File: src/rtl/pegr_defs.vh
// constants for the suspend/resume command gate of the serial flash
// assumes the serial decoder and the gate share one 20 MHz clock
`ifndef PEGR_DEFS_VH
`define PEGR_DEFS_VH

`define PEGR_CLK_MHZ 20
`define PEGR_OP_SUSPEND 8'hB0
`define PEGR_OP_RESUME 8'hD0

// latencies in ns; values are plain defaults, counts round up
`define PEGR_SUSPEND_LATENCY_NS 1000
`define PEGR_RESUME_LATENCY_NS 2000
`define PEGR_SUSPEND_CYC ((`PEGR_SUSPEND_LATENCY_NS * `PEGR_CLK_MHZ + 999) / 1000)
`define PEGR_RESUME_CYC ((`PEGR_RESUME_LATENCY_NS * `PEGR_CLK_MHZ + 999) / 1000)
`define PEGR_CNT_W 12

// command classes handed over by the command decoder
`define PEGR_CLS_W 6
`define PEGR_C_READ_ARRAY 6'h00
`define PEGR_C_READ_BUF1 6'h01
`define PEGR_C_READ_BUF2 6'h02
`define PEGR_C_BUF1_WRITE 6'h03
`define PEGR_C_BUF2_WRITE 6'h04
`define PEGR_C_B1_PGM_ERASE 6'h05
`define PEGR_C_B2_PGM_ERASE 6'h06
`define PEGR_C_B1_PGM_NOERASE 6'h07
`define PEGR_C_B2_PGM_NOERASE 6'h08
`define PEGR_C_MP_B1_ERASE 6'h09
`define PEGR_C_MP_B2_ERASE 6'h0A
`define PEGR_C_MP_B1_NOERASE 6'h0B
`define PEGR_C_AUTO_REWRITE 6'h0C
`define PEGR_C_PAGE_ERASE 6'h0D
`define PEGR_C_BLOCK_ERASE 6'h0E
`define PEGR_C_SECTOR_ERASE 6'h0F
`define PEGR_C_CHIP_ERASE 6'h10
`define PEGR_C_PROT_ENABLE 6'h11
`define PEGR_C_PROT_DISABLE 6'h12
`define PEGR_C_PROT_REG_ERASE 6'h13
`define PEGR_C_PROT_REG_PGM 6'h14
`define PEGR_C_PROT_REG_READ 6'h15
`define PEGR_C_LOCKDOWN 6'h16
`define PEGR_C_LOCK_READ 6'h17
`define PEGR_C_LOCK_FREEZE 6'h18
`define PEGR_C_SEC_REG_PGM 6'h19
`define PEGR_C_SEC_REG_READ 6'h1A
`define PEGR_C_XFER_BUF1 6'h1B
`define PEGR_C_XFER_BUF2 6'h1C
`define PEGR_C_CMP_BUF1 6'h1D
`define PEGR_C_CMP_BUF2 6'h1E
`define PEGR_C_DPD_ENTER 6'h1F
`define PEGR_C_DPD_EXIT 6'h20
`define PEGR_C_UDPD_ENTER 6'h21
`define PEGR_C_CFG_READ 6'h22
`define PEGR_C_STATUS_READ 6'h23
`define PEGR_C_ID_READ 6'h24
`define PEGR_C_SW_RESET 6'h25

`endif

File: src/rtl/pegr_gate.v
// suspend/resume sequencer and command gate of the serial flash
// assumes: decoder pulses cmd_done at chip-select release, same clock;
// the array engine reports starts and completions of program/erase
//
// What this block does
// resume is opcode D0h alone; trailing data ignored; acts at chip-select release
// resume clears the matching suspend flag and reports busy again
// program and erase both suspended: resume restarts program, next resume erase
// suspend requests arriving while a resume is in progress are ignored
// host waits resume latency or polls flags before suspending again
// array and both buffer reads accepted in every suspend state
// buffer write/transfer/compare refused only for buffer holding suspended program
// buffer-to-memory program without erase accepted only during erase suspend
// memory program through buffer one without erase only during erase suspend
// erase-type programs, auto rewrite and all erases refused in any suspend
// protection, lockdown and security register changes refused in any suspend
// protection, lockdown and security register reads accepted in any suspend
// deep and ultra-deep power-down entry and exit refused in any suspend
// config, status, id reads and resets accepted in any suspend
// suspend is opcode B0h; sets matching suspend flag, reports ready
// refused command is discarded with no state change anywhere
`include "pegr_defs.vh"
`timescale 1ns/10ps
`default_nettype none

module pegr_gate (
  input wire clock,
  input wire srst,
  input wire cmd_done,
  input wire [7:0] cmd_opcode,
  input wire [`PEGR_CLS_W-1:0] cmd_class,
  input wire op_start_prog,
  input wire op_start_buf_two,
  input wire op_start_erase,
  input wire op_done,
  output reg cmd_accept_reg,
  output reg cmd_reject_reg,
  output reg eng_suspend_reg,
  output reg eng_resume_prog_reg,
  output reg eng_resume_erase_reg,
  output reg prog_suspended_buf_one,
  output reg prog_suspended_buf_two,
  output reg erase_suspended_flag,
  output reg busy_reg,
  output reg resuming_reg
);

  localparam [2:0] ST_IDLE = 3'b001;
  localparam [2:0] ST_SUSP = 3'b010;
  localparam [2:0] ST_RES = 3'b100;
  // counts worked out as integers, then cut to the counter width on purpose
  localparam integer SUSP_CYC_INT = `PEGR_SUSPEND_CYC;
  localparam integer RES_CYC_INT = `PEGR_RESUME_CYC;
  localparam [`PEGR_CNT_W-1:0] SUSP_CYC = SUSP_CYC_INT[`PEGR_CNT_W-1:0];
  localparam [`PEGR_CNT_W-1:0] RES_CYC = RES_CYC_INT[`PEGR_CNT_W-1:0];
  localparam [`PEGR_CNT_W-1:0] CNT_LAST = {{(`PEGR_CNT_W-1){1'b0}}, 1'b1};

  reg [2:0] state_reg;
  reg [2:0] state_next;
  reg [`PEGR_CNT_W-1:0] cnt_reg;
  reg [`PEGR_CNT_W-1:0] cnt_next;
  reg run_prog_reg;
  reg run_prog_next;
  reg run_buf_two_reg;
  reg run_buf_two_next;
  reg run_erase_reg;
  reg run_erase_next;
  reg ps1_next;
  reg ps2_next;
  reg es_next;
  reg accept_next;
  reg reject_next;
  reg susp_pulse_next;
  reg res_prog_next;
  reg res_erase_next;

  // gate decision for one command class in the present suspend state
  function allowed;
    input [`PEGR_CLS_W-1:0] cls;
    input p1;
    input p2;
    input e;
    reg any;
    begin
      any = p1 | p2 | e;
      case (cls)
        `PEGR_C_READ_ARRAY, `PEGR_C_READ_BUF1, `PEGR_C_READ_BUF2:
          allowed = 1'b1;
        `PEGR_C_BUF1_WRITE, `PEGR_C_XFER_BUF1, `PEGR_C_CMP_BUF1:
          allowed = ~p1;
        `PEGR_C_BUF2_WRITE, `PEGR_C_XFER_BUF2, `PEGR_C_CMP_BUF2:
          allowed = ~p2;
        `PEGR_C_B1_PGM_NOERASE, `PEGR_C_B2_PGM_NOERASE:
          allowed = e & ~p1 & ~p2;
        `PEGR_C_MP_B1_NOERASE:
          allowed = e & ~p1 & ~p2;
        `PEGR_C_B1_PGM_ERASE, `PEGR_C_B2_PGM_ERASE, `PEGR_C_MP_B1_ERASE,
        `PEGR_C_MP_B2_ERASE, `PEGR_C_AUTO_REWRITE, `PEGR_C_PAGE_ERASE,
        `PEGR_C_BLOCK_ERASE, `PEGR_C_SECTOR_ERASE, `PEGR_C_CHIP_ERASE:
          allowed = ~any;
        `PEGR_C_PROT_ENABLE, `PEGR_C_PROT_DISABLE, `PEGR_C_PROT_REG_ERASE,
        `PEGR_C_PROT_REG_PGM, `PEGR_C_LOCKDOWN, `PEGR_C_LOCK_FREEZE,
        `PEGR_C_SEC_REG_PGM:
          allowed = ~any;
        `PEGR_C_PROT_REG_READ, `PEGR_C_LOCK_READ, `PEGR_C_SEC_REG_READ:
          allowed = 1'b1;
        `PEGR_C_DPD_ENTER, `PEGR_C_DPD_EXIT, `PEGR_C_UDPD_ENTER:
          allowed = ~any;
        `PEGR_C_CFG_READ, `PEGR_C_STATUS_READ, `PEGR_C_ID_READ,
        `PEGR_C_SW_RESET:
          allowed = 1'b1;
        default:
          allowed = ~any; // unknown classes are refused while anything is suspended
      endcase
    end
  endfunction

  wire is_suspend = cmd_done & (cmd_opcode == `PEGR_OP_SUSPEND);
  wire is_resume = cmd_done & (cmd_opcode == `PEGR_OP_RESUME);
  wire is_other = cmd_done & ~is_suspend & ~is_resume;
  wire any_susp = prog_suspended_buf_one | prog_suspended_buf_two | erase_suspended_flag;
  wire other_ok = allowed(cmd_class, prog_suspended_buf_one, prog_suspended_buf_two,
    erase_suspended_flag);

  always @*
  begin
    state_next = state_reg;
    cnt_next = cnt_reg;
    run_prog_next = run_prog_reg;
    run_buf_two_next = run_buf_two_reg;
    run_erase_next = run_erase_reg;
    ps1_next = prog_suspended_buf_one;
    ps2_next = prog_suspended_buf_two;
    es_next = erase_suspended_flag;
    accept_next = 1'b0;
    reject_next = 1'b0;
    susp_pulse_next = 1'b0;
    res_prog_next = 1'b0;
    res_erase_next = 1'b0;

    // engine reports; at most one operation runs at a time
    if (op_done)
    begin
      run_prog_next = 1'b0;
      run_erase_next = 1'b0;
    end
    if (op_start_prog)
    begin
      run_prog_next = 1'b1;
      run_buf_two_next = op_start_buf_two;
    end
    if (op_start_erase)
      run_erase_next = 1'b1;

    case (state_reg)
      ST_IDLE:
      begin
        if (is_suspend)
        begin
          // nothing running: a stray suspend has no effect
          if (run_prog_reg | run_erase_reg)
          begin
            state_next = ST_SUSP;
            cnt_next = SUSP_CYC;
            susp_pulse_next = 1'b1;
            accept_next = 1'b1;
          end
          else
            reject_next = 1'b1;
        end
        else if (is_resume)
        begin
          if (prog_suspended_buf_one | prog_suspended_buf_two)
          begin
            ps1_next = 1'b0;
            ps2_next = 1'b0;
            run_prog_next = 1'b1;
            res_prog_next = 1'b1;
            state_next = ST_RES;
            cnt_next = RES_CYC;
            accept_next = 1'b1;
          end
          else if (erase_suspended_flag & ~run_prog_reg)
          begin
            es_next = 1'b0;
            run_erase_next = 1'b1;
            res_erase_next = 1'b1;
            state_next = ST_RES;
            cnt_next = RES_CYC;
            accept_next = 1'b1;
          end
          else
            reject_next = 1'b1;
        end
        else if (is_other)
        begin
          if (other_ok)
          begin
            accept_next = 1'b1;
            // an accepted reset in ST_IDLE aborts every suspended operation; one accepted in ST_RES aborts nothing
            if (cmd_class == `PEGR_C_SW_RESET)
            begin
              ps1_next = 1'b0;
              ps2_next = 1'b0;
              es_next = 1'b0;
              run_prog_next = 1'b0;
              run_erase_next = 1'b0;
            end
          end
          else
            reject_next = 1'b1;
        end
      end
      ST_SUSP:
      begin
        // the decoder is expected to hold off commands until ready
        if (cmd_done)
          reject_next = 1'b1;
        if (cnt_reg <= CNT_LAST)
        begin
          state_next = ST_IDLE;
          cnt_next = {`PEGR_CNT_W{1'b0}};
          if (run_prog_reg)
          begin
            ps1_next = ~run_buf_two_reg;
            ps2_next = run_buf_two_reg;
            run_prog_next = 1'b0;
          end
          else
          begin
            es_next = 1'b1;
            run_erase_next = 1'b0;
          end
        end
        else
          cnt_next = cnt_reg - 1'b1;
      end
      ST_RES:
      begin
        if (is_suspend)
          reject_next = 1'b1;
        else if (is_resume)
          reject_next = 1'b1;
        // erase flag may still be set while the program resumes
        else if (is_other & ~other_ok)
          reject_next = 1'b1;
        else if (cmd_done)
          accept_next = 1'b1;
        if (cnt_reg <= CNT_LAST)
        begin
          state_next = ST_IDLE;
          cnt_next = {`PEGR_CNT_W{1'b0}};
        end
        else
          cnt_next = cnt_reg - 1'b1;
      end
      default:
      begin
        state_next = ST_IDLE;
        cnt_next = {`PEGR_CNT_W{1'b0}};
      end
    endcase
  end

  always @(posedge clock)
  begin
    if (srst)
    begin
      state_reg <= ST_IDLE;
      cnt_reg <= {`PEGR_CNT_W{1'b0}};
      run_prog_reg <= 1'b0;
      run_buf_two_reg <= 1'b0;
      run_erase_reg <= 1'b0;
      prog_suspended_buf_one <= 1'b0;
      prog_suspended_buf_two <= 1'b0;
      erase_suspended_flag <= 1'b0;
      cmd_accept_reg <= 1'b0;
      cmd_reject_reg <= 1'b0;
      eng_suspend_reg <= 1'b0;
      eng_resume_prog_reg <= 1'b0;
      eng_resume_erase_reg <= 1'b0;
      busy_reg <= 1'b0;
      resuming_reg <= 1'b0;
    end
    else
    begin
      state_reg <= state_next;
      cnt_reg <= cnt_next;
      run_prog_reg <= run_prog_next;
      run_buf_two_reg <= run_buf_two_next;
      run_erase_reg <= run_erase_next;
      prog_suspended_buf_one <= ps1_next;
      prog_suspended_buf_two <= ps2_next;
      erase_suspended_flag <= es_next;
      cmd_accept_reg <= accept_next;
      cmd_reject_reg <= reject_next;
      eng_suspend_reg <= susp_pulse_next;
      eng_resume_prog_reg <= res_prog_next;
      eng_resume_erase_reg <= res_erase_next;
      // busy while an operation runs or a suspend is still settling
      busy_reg <= run_prog_next | run_erase_next | (state_next == ST_SUSP);
      resuming_reg <= (state_next == ST_RES);
    end
  end

endmodule // pegr_gate

`default_nettype wire

File: config.mk
export PLATFORM = sky130hd
export DESIGN_NAME = pegr_gate
export DESIGN_NICKNAME = d
export VERILOG_FILES = /design/src/rtl/pegr_gate.v
export VERILOG_INCLUDE_DIRS = /design/src /design/src/rtl
export SDC_FILE = /design/constraint.sdc
export NUM_CORES = 1
export LEC_CHECK = 0
export BUFFER_PORTS_ARGS = -buffer_cell sky130_fd_sc_hd__buf_2
export CAP_MARGIN = 20
export CORE_UTILIZATION = 55
export CTS_CLUSTER_DIAMETER = 120
export DETAILED_ROUTE_END_ITERATION = 10
export GPL_TIMING_DRIVEN = 0
export PLACE_DENSITY = 0.78
export SLEW_MARGIN = 15
export SYNTH_ARGS = -nofsm -noshare
export SYNTH_HDL_FRONTEND = slang
export SYNTH_SLANG_ARGS = --single-unit
File: constraint.sdc
create_clock -name clock -period 3.27 [get_ports clock]
set_clock_uncertainty 0.2 [all_clocks]
set_input_delay 0.8175 -clock clock [delete_from_list [all_inputs] [get_ports clock]]
set_output_delay 0.8175 -clock clock [all_outputs]
set_load 0.02 [all_outputs]
==> key figures, run 1 <==
Synth
  • Syn nets: 262
  • Top cells by count, synth: nor2_1 (35), dfxtp_1 (28), a21oi_1 (20)
  • Synth area leaders: dfxtp_1 (30%), nor2_1 (7.1%), a21oi_1 (5.4%)
  • Synthesized instance count: 239
  • Synth top area share: 30.48%
  • Post-synth EDFFs: 0
  • Syn_area_per_cell: 7.696 um2
  • Seq/Total Area, Yosys: 30.48%
  • Largest area contributor in the netlist: dfxtp_1
  • Register bit total from synthesis: 28
  • Post-synth ARST share: 0%
  • Syn. warnings: 0
  • Dominant synthesized flop cell: dfxtp_1
  • Synth cell types: 56
  • Post-Syn Area: 0.001839 mm2
  • Most common cell in the netlist: nor2_1

Detailed routing
  • Per-cell routed wire length: 14.65 um
  • Vias: 1890
  • Routed Antenna Nets: 0
  • # DRC: 0
  • Via/cell ratio: 6.038
  • Drt pass-1 iters: 4
  • 1st-iter DRT viols: 127
  • Final WL: 4586 um

Floorplan
  • DIE AREA: 0.003580 mm2
  • Core area: 0.003103 mm2
  • Die Y: 59.83 um
  • Core Rows: 20
  • Starting Density: 59.27%
  • Die Wd: 59.83 um
  • I/O Pins: 31

Critical path
  • CP max stage cell: a2111oi_0
  • Crit end category: flop
  • CP Cell Sequence: buf_2 -> nor4_2 -> and2_1 -> buf_2 -> o21ai_1 -> or2_0 -> a2111oi_0 -> o31a_1
  • Crit path max fanout: 10
  • Arr. time, crit path: 3.12 ns
  • Bufs and invs on worst path: 2
  • CP Class: in -> reg
  • CP peak stage delay: 0.62 ns
  • CP most frequent cell: buf_2
  • Worst path required time: 3.37 ns
  • Cell family contributing the most delay on the critical path: compound AO/OA/AOI/OAI gates
  • CP Launch Type: input pin

Power
  • Sw Pwr: 156.1 uW
  • Peak supply drop: 150.7 uV
  • Seq pwr share: 53.2%
  • Total power divided by cell area: 316.7 mW/mm2
  • Sw Ratio: 23.73%
  • Cell Int Power: 501.6 uW
  • Clock Power Share: 35.4%
  • Comb power frac: 11.5%
  • Leak pwr: 0.0008352 uW

Run status
  • Status: completed

Clock network
  • H-tree levels: 1
  • CTS clk-pin slew, worst paths: 0.16 ns
  • CTS tree: done
  • Clock latency on the worst-skew pair: 0.34 ns
  • Post-cts gate resize count: 0
  • Clk sink count: 28
  • Longest Clk Path Bufs: 2
  • CTS buffer count: 3
  • Clk root buf: clkbuf_4
  • Hold-fix buffers, CTS: 0
  • Post-CTS Setup Inserts: 0

Placed design
  • Placed inst area: 0.002024 mm2
  • PortBufs: 26
  • DPL Wire Length: 3419 um
  • Post-Place Setup Slack: -0.005424 ns
  • Dpl cells: 309
  • Gpl congestion: 0.9034

Timing
  • Pins Over Slew Limit: 0
  • Fin Setup TNS: 0 ns
  • Fin crit share: 92.47%
  • Final WS setup: 0.2463 ns
  • FMAX: 330.7 MHz
  • Final min period: 3.024 ns
  • Hold_ws: 0.3447 ns
  • Endpoints failing setup: 0
  • Final Hold Viols: 0
  • RSZ-0062 raised after global routing: no
  • Worst Max-Slew Pin Slew: 0.7122 ns
  • Rel. slew slack: 52.20%

Finish
  • Layout Nets: 293
  • Max reg flops: 12
  • Area delta synth->final: 12.93%
  • Layout cells sized above 1: 15.24%
  • Register area: 560.5 um2
  • Post-Layout Cell Count: 313
  • Fill cells: 297
  • Post-route design area: 0.002077 mm2
  • Diodes inserted: 0
  • Multi-input gate area: 0.001214 mm2

Global route
  • GRT Overall Usage: 27.87%
  • Vias in the first global route: 1583
  • Largest net degree at the start of global routing: 17
  • First-pass GRT wire length: 7534 um
  • Overflow after GRT: 0
  • Initial antenna violation count: 0

Flow run
  • Max Cap Viol: 0

Hold path
  • Worst Hold Class: reg -> reg
==> kinds of logic (layout without fill, tap and decap cells) <==
logic type      Yosys count  in the layout  synth area share (%)
buf+inv                  15             45                 3.537
compound gates           71             71                 25.58
simple gates            111            111                 33.13
flops                    28             28                 30.48
xor+xnor                  9              9                 4.286
mux                       3              3                 1.633
fa+ha+maj                 2              2                 1.360
==> power groups by stage <==
stage               Combinational (uW)  Clock (uW)  Sequential, uW
finish                            75.4         233             350
global route                      83.5         255             351
CTS                               74.4         236             350
detailed placement                73.4           0             357
global placement                  72.3           0             357
floorplan                         44.3           0             359
==> cells in the final DEF, fill, tap and decap left out, types with 2 or more instances in the layout <==
cell type / n
a211oi_1: 4
a21boi_0: 3
a21o_1: 4
a21oi_1: 20
a31oi_1: 2
a32oi_1: 3
and2_1: 4
and3_1: 3
and4_1: 2
buf_2: 27
clkbuf_1: 7
clkbuf_4: 3
dfxtp_1: 28
ha_1: 2
inv_1: 6
mux2i_1: 3
nand2_1: 15
nand2b_1: 6
nand3_1: 5
nor2_1: 35
nor2b_1: 5
nor3_1: 8
nor3b_1: 2
nor4_1: 5
o211ai_1: 2
o21ai_0: 13
o21ai_1: 3
o31a_1: 2
o31ai_1: 3
or2_2: 2
or3_1: 4
or4_1: 2
or4_4: 2
or4b_1: 2
xnor2_1: 9
==> routing by layer <==
| layer | vias to the layer above | share of wire (%) | wire length, um | GRT usage, % |
|---|---|---|---|---|
| met1 | 864 | 47 | 2166 | 40.90 |
| met4 | 0 | 0.89 | 41 | 8.306 |
| met2 | 74 | 45 | 2055 | 41.27 |
| met5 | - | 0 | 0 | 0 |
| li1 | 947 | - | - | - |
| met3 | 5 | 7.0 | 322 | 4.762 |
==> area by class of cell <==
| cell class | count | area share (%) |
|---|---|---|
| plain buffers | 9 | 2.048 |
| clock buffers | 3 | 1.084 |
| clock inverters | 1 | 1.446 |
| inverters | 6 | 1.084 |
| multi-input cells | 196 | 58.43 |
| flip-flops and latches | 28 | 26.99 |
| well taps | 44 | 2.651 |
| repair buffers | 26 | 6.265 |
==> path summary, 6_finish.rpt <==
path | slack [ns] | endpoint | start | depth (start not counted)
worst max-delay path | 0.25 | cmd_accept_reg$_SDFF_PP0_ | cmd_opcode[1] | 8
worst min-delay path | 0.34 | run_buf_two_reg$_SDFFE_PP0P_ | run_buf_two_reg$_SDFFE_PP0P_ | 2
worst max register to register | 0.43 | cnt_reg[1]$_SDFFE_PP0P_ | prog_suspended_buf_two$_SDFFE_PP0P_ | 6
worst min register to register | 0.34 | run_buf_two_reg$_SDFFE_PP0P_ | run_buf_two_reg$_SDFFE_PP0P_ | 2
==> tightest hold or removal path, delay by kind of cell (launching register included) <==
family | cells | cell delay, ns
flip-flops | 1 | 0.38
multiplexers | 1 | 0.07
AND/OR/NAND/NOR | 1 | 0.07
==> stage by stage <==
stage          utilization (%)  total power, uW
3_3_place_gp             65.24            429.2
2_1_floorplan                -            403.3
5_1_grt                  66.94            688.9
6_report                 66.94            657.7
3_5_place_dp             65.24            430.5
4_1_cts                  66.94            660.0
(Power assumes the default switching activity.)
==> run 2, diff against run 1 <==
- BUFFER_PORTS_ARGS: -buffer_cell sky130_fd_sc_hd__buf_2 -> not set
- DONT_BUFFER_PORTS: not set -> 1
- PLACE_DENSITY: 0.78 -> 0.7
- RECOVER_POWER: not set -> 25
==> run 2 against run 1 <==
Count of clock-buffer cells in the layout unchanged. Setup slack improved by 0.21 ns. Die area stayed put. Non-clock buffer count down 26. Flip-flop and latch count is the same. Via count down 3.7%. Power decreased by 3.7%. Final cell count is 8.3% lower. Utilization is 4.2 points lower. Critical path type unchanged. Largest cell class unchanged.
==> key figures, run 2 (synthesis gave the netlist of run 1 again) <==
Clock network
  • Clk sink count: 28
  • CTS buffer count: 3
  • Hold-fix buffers, CTS: 0
  • Post-CTS Setup Inserts: 0
  • Post-cts gate resize count: 0
  • Clock latency on the worst-skew pair: 0.33 ns
  • CTS tree: done
  • Longest Clk Path Bufs: 2
  • H-tree levels: 1
  • CTS clk-pin slew, worst paths: 0.15 ns
  • Clk root buf: clkbuf_4

Run status
  • Status: completed

Critical path
  • CP max stage cell: a2111oi_0
  • Crit end category: flop
  • Crit path max fanout: 10
  • Worst path required time: 3.36 ns
  • CP Class: in -> reg
  • Cell family contributing the most delay on the critical path: compound AO/OA/AOI/OAI gates
  • Arr. time, crit path: 2.91 ns
  • Bufs and invs on worst path: 1
  • CP Launch Type: input pin
  • CP peak stage delay: 0.52 ns
  • CP Cell Sequence: nor4_2 -> and2_1 -> buf_2 -> o21ai_1 -> or2_0 -> a2111oi_0 -> o31a_1

Floorplan
  • Starting Density: 59.27%
  • Die Y: 59.83 um
  • Core area: 0.003103 mm2
  • Core Rows: 20
  • I/O Pins: 31
  • Die Wd: 59.83 um
  • DIE AREA: 0.003580 mm2

Finish
  • Area delta synth->final: 5.850%
  • Fill cells: 298
  • Multi-input gate area: 0.001214 mm2
  • Diodes inserted: 0
  • Layout Nets: 267
  • Max reg flops: 12
  • Register area: 560.5 um2
  • Layout cells sized above 1: 6.173%
  • Commonest cells after routing, fill and taps aside: nor2_1 (35), dfxtp_1 (28), a21oi_1 (20), nand2_1 (15), o21ai_0 (13)
  • Most common cell after layout, fill and taps aside: nor2_1

Power
  • Leak pwr: 0.0007188 uW
  • Peak supply drop: 174.7 uV
  • Total power divided by cell area: 325.3 mW/mm2

Detailed routing
  • Vias: 1820
  • Via/cell ratio: 6.341
  • 1st-iter DRT viols: 132
  • Drt pass-1 iters: 4
  • Routed Antenna Nets: 0
  • Per-cell routed wire length: 15.61 um
  • # DRC: 0
  • Final WL: 4480 um

Timing
  • Pins Over Slew Limit: 0
  • Fin Setup TNS: 0 ns
  • FMAX: 355.0 MHz
  • Worst Max-Slew Pin Slew: 0.7159 ns
  • Hold_ws: 0.3336 ns
  • RSZ-0062 raised after global routing: no
  • Endpoints failing setup: 0
  • Final min period: 2.817 ns
  • Final Hold Viols: 0
  • Rel. slew slack: 51.95%
  • Fin crit share: 86.15%

Global route
  • Met2 Use GR: 47.62%
  • Met1 GRT Util: 33.64%
  • Gr busiest metal: met2
  • Vias in the first global route: 1637
  • GRT Overall Usage: 27.30%
  • Initial antenna violation count: 0
  • First-pass GRT wire length: 7341 um
  • Overflow after GRT: 0
  • Largest net degree at the start of global routing: 17
  • Met3 GRT Util: 2.597%

Flow run
  • Max Cap Viol: 0

Placed design
  • PortBufs: 0
  • Gpl congestion: 0.9484
  • DPL Wire Length: 3448 um

Hold path
  • Worst Hold Class: reg -> reg
==> run 2: cell count changes in the layout (fill, tap and decap cells not counted), sizes merged <==
cell	before	now
buf	28	2
==> run 2: power by group <==
group | total (uW) | switching, uW | internal [uW]
Sequential | 353 | 6.19 | 346
Combinational | 54.7 | 31.5 | 23.2
Clock | 226 | 102 | 124
Total | 633 | 140 | 494
==> run 2: path summary, 6_finish.rpt <==
path	startpoint	to	slack [ns]	cells past startpoint
hold reg to reg	cnt_reg[1]$_SDFFE_PP0P_	cnt_reg[1]$_SDFFE_PP0P_	0.33	2
setup reg to reg	prog_suspended_buf_two$_SDFFE_PP0P_	cnt_reg[1]$_SDFFE_PP0P_	0.47	6
hold / removal	cnt_reg[1]$_SDFFE_PP0P_	cnt_reg[1]$_SDFFE_PP0P_	0.33	2
setup / recovery	cmd_opcode[1]	cmd_accept_reg$_SDFF_PP0_	0.45	7
==> run 2: final cells by class <==
cell class	instances	area share, %
inverter	6	1.157
multi-input combinational	196	62.34
tap	44	2.828
buffer	9	2.185
sequential	28	28.79
clock inverter	1	1.542
clock buffer	3	1.157
==> run 2: through the flow <==
step                std cells  area, um2  power, uW  util (%)  setup slack, ns
finish                    287       1947      633.4     62.74           0.4530
global route              287       1947      660.2     62.74           0.1724
CTS                       287       1947      639.3     62.74           0.5060
detailed placement        283       1894      413.7     61.05           0.1718
global placement          283       1894      412.5     61.05           0.1329
floorplan                 239       1839      403.3         -           0.4257
==> run 2: worst register-to-register path, cell delays in order, from the launching register on <==
cell and delay, ns:
dfxtp_1 0.44, nor2_1 0.43, a21oi_1 0.12, o21ai_1 0.60
nand2_1 0.37, a21o_1 0.34, a211oi_1 0.23
==> run 2: per-layer routing <==
| layer | wire [um] | part of all wire, % |
|---|---|---|
| met1 | 1905 | 43 |
| met2 | 2169 | 48 |
| met3 | 261 | 5.8 |
| met4 | 144 | 3.2 |
| met5 | 0 | 0 |
==> run 3, diff against run 2 <==
- CORE_UTILIZATION: 55 -> 38
- PLACE_DENSITY: 0.7 -> 0.52
==> run 3 against run 2 <==
Count of clock-buffer cells in the layout unchanged. Final cell count increased by 2.4%. Final area about the same. Critical path type unchanged. Worst hold slack got worse by 0.0074 ns. Critical endpoint is now cnt_reg[8]$_SDFFE_PP0P_. Utilization down 20 points. Sequential power hardly changed. Non-clock buffer count is the same. Setup slack worse by 0.14 ns. Routed wire length rose by 6.1%. Clock power down 18%. First-iteration DRC count up 46%. Combinational power is 2% higher.
==> key figures, run 3 (synthesis gave the netlist of run 1 again) <==
Detailed routing
  • Vias: 1752
  • Routed Antenna Nets: 0
  • 1st-iter DRT viols: 193
  • # DRC: 0
  • Final WL: 4754 um
  • Via/cell ratio: 5.959
  • Per-cell routed wire length: 16.17 um
  • Drt pass-1 iters: 4

Timing
  • FMAX: 338.4 MHz
  • Worst Max-Slew Pin Slew: 0.7667 ns
  • Hold_ws: 0.3262 ns
  • Rel. slew slack: 48.54%
  • Final Hold Viols: 0
  • Final min period: 2.955 ns
  • Endpoints failing setup: 0
  • RSZ-0062 raised after global routing: no
  • Fin crit share: 90.37%
  • Fin Setup TNS: 0 ns
  • Pins Over Slew Limit: 0

Power
  • Comb power frac: 9.4%
  • Tot Pwr: 594.7 uW
  • Sw Pwr: 143.1 uW
  • Peak supply drop: 144.3 uV
  • Seq pwr share: 59.3%
  • Cell Int Power: 451.6 uW
  • Clock Power Share: 31.3%
  • Leak pwr: 0.0007123 uW
  • Sw Ratio: 24.06%
  • Total power divided by cell area: 305.7 mW/mm2

Critical path
  • R2r startpoint: prog_suspended_buf_two$_SDFFE_PP0P_
  • Crit path max fanout: 10
  • Arr. time, crit path: 2.95 ns
  • Bufs and invs on worst path: 1
  • CP Cell Sequence: nor4_2 -> and2_1 -> buf_2 -> o21ai_1 -> a2111oi_1 -> a21oi_1 -> a211oi_1
  • CP max stage cell: a2111oi_1
  • CP peak stage delay: 0.68 ns
  • CP Class: in -> reg
  • Cell family contributing the most delay on the critical path: compound AO/OA/AOI/OAI gates
  • CP Launch Type: input pin
  • Worst path required time: 3.26 ns
  • CP startpoint: cmd_opcode[1]
  • Crit end category: flop

Placed design
  • Gpl congestion: 0.8031
  • DPL Wire Length: 3570 um
  • Dpl cells: 291
  • PortBufs: 0

Finish
  • Multi-input gate area: 0.001214 mm2
  • Most common cell after layout, fill and taps aside: nor2_1
  • Layout Nets: 267
  • Post-Layout Cell Count: 294
  • Fill cells: 486
  • Fin util: 43.19%
  • Max reg flops: 12
  • Commonest cells after routing, fill and taps aside: nor2_1 (35), dfxtp_1 (28), a21oi_1 (20), nand2_1 (15), o21ai_0 (13)
  • Diodes inserted: 0
  • Layout cells sized above 1: 5.785%
  • Area delta synth->final: 5.783%
  • Register area: 560.5 um2

Clock network
  • CTS buffer count: 3
  • Longest Clk Path Bufs: 2
  • CTS tree: done
  • Clk root buf: clkbuf_8
  • CTS clk-pin slew, worst paths: 0.09 ns
  • Clock latency on the worst-skew pair: 0.27 ns
  • Hold-fix buffers, CTS: 0
  • Post-CTS Setup Inserts: 0
  • Post-cts gate resize count: 0
  • Clk sink count: 28
  • H-tree levels: 1

Global route
  • GRT Overall Usage: 19.91%
  • Vias in the first global route: 1611
  • First-pass GRT wire length: 8004 um
  • Initial antenna violation count: 0
  • Overflow after GRT: 0
  • Largest net degree at the start of global routing: 15

Floorplan
  • Core area: 0.004504 mm2
  • I/O Pins: 31
  • Die Wd: 71.57 um
  • DIE AREA: 0.005122 mm2
  • Core Rows: 24
  • Die Y: 71.57 um
  • Starting Density: 40.83%

Flow run
  • Max Cap Viol: 0

Run status
  • Status: completed

Hold path
  • Worst Hold Class: reg -> reg
  • Hold Startpoint: run_buf_two_reg$_SDFFE_PP0P_
-- run 3: cell count changes in the layout (fill, tap and decap cells not counted) --
cell | before | now
bufinv_16 | 1 | 0
and2_0 | 1 | 0
clkbuf_8 | 0 | 3
clkbuf_4 | 3 | 0
and2_1 | 3 | 4
-- run 3: final cells by class --
cell class                 instances  area share, %
multi-input combinational        196          62.38
sequential                        28          28.81
tap                               52          3.344
buffer                             9          2.186
clock buffer                       3          2.122
inverter                           6          1.158
-- run 3: layer usage --
layer	GRT usage (%)	wire length, um	up-vias
met3	4.219	217	2
met1	29.80	2560	820
li1	-	-	890
met5	0	0	-
met4	3.922	25	0
met2	29.52	1952	40
-- run 3: worst min-delay path: cells and delay by family (launching register included) --
family           cells  cell delay, ns
DFF                  1            0.35
muxes                1            0.07
and+or+nand+nor      1            0.07
-- run 3: path summary, 6_finish.rpt --
check                                  to  slack, ns  cells after the start
min          run_buf_two_reg$_SDFFE_PP0P_       0.33                      2
min reg2reg  run_buf_two_reg$_SDFFE_PP0P_       0.33                      2
max               cnt_reg[8]$_SDFFE_PP0P_       0.31                      7
max reg2reg       cnt_reg[1]$_SDFFE_PP0P_       0.38                      6
-- run 3: power by group through the flow --
| stage | registers [uW] | logic [uW] | clock network [uW] |
|---|---|---|---|
| after global placement | 360 | 56.2 | 0 |
| after global routing | 353 | 63.0 | 202 |
| after floorplan | 359 | 44.3 | 0 |
| after detailed placement | 360 | 55.6 | 0 |
| after CTS | 352 | 55.9 | 193 |
| final | 353 | 56.0 | 186 |
-- run 3: through the flow --
step | cell area, um2 | setup WS [ns]
after floorplan | 1839 | 0.4257
after global placement | 1904 | 0.04755
after detailed placement | 1904 | 0.04564
after CTS | 1946 | 0.3322
after global routing | 1946 | 0.1540
final | 1946 | 0.3148
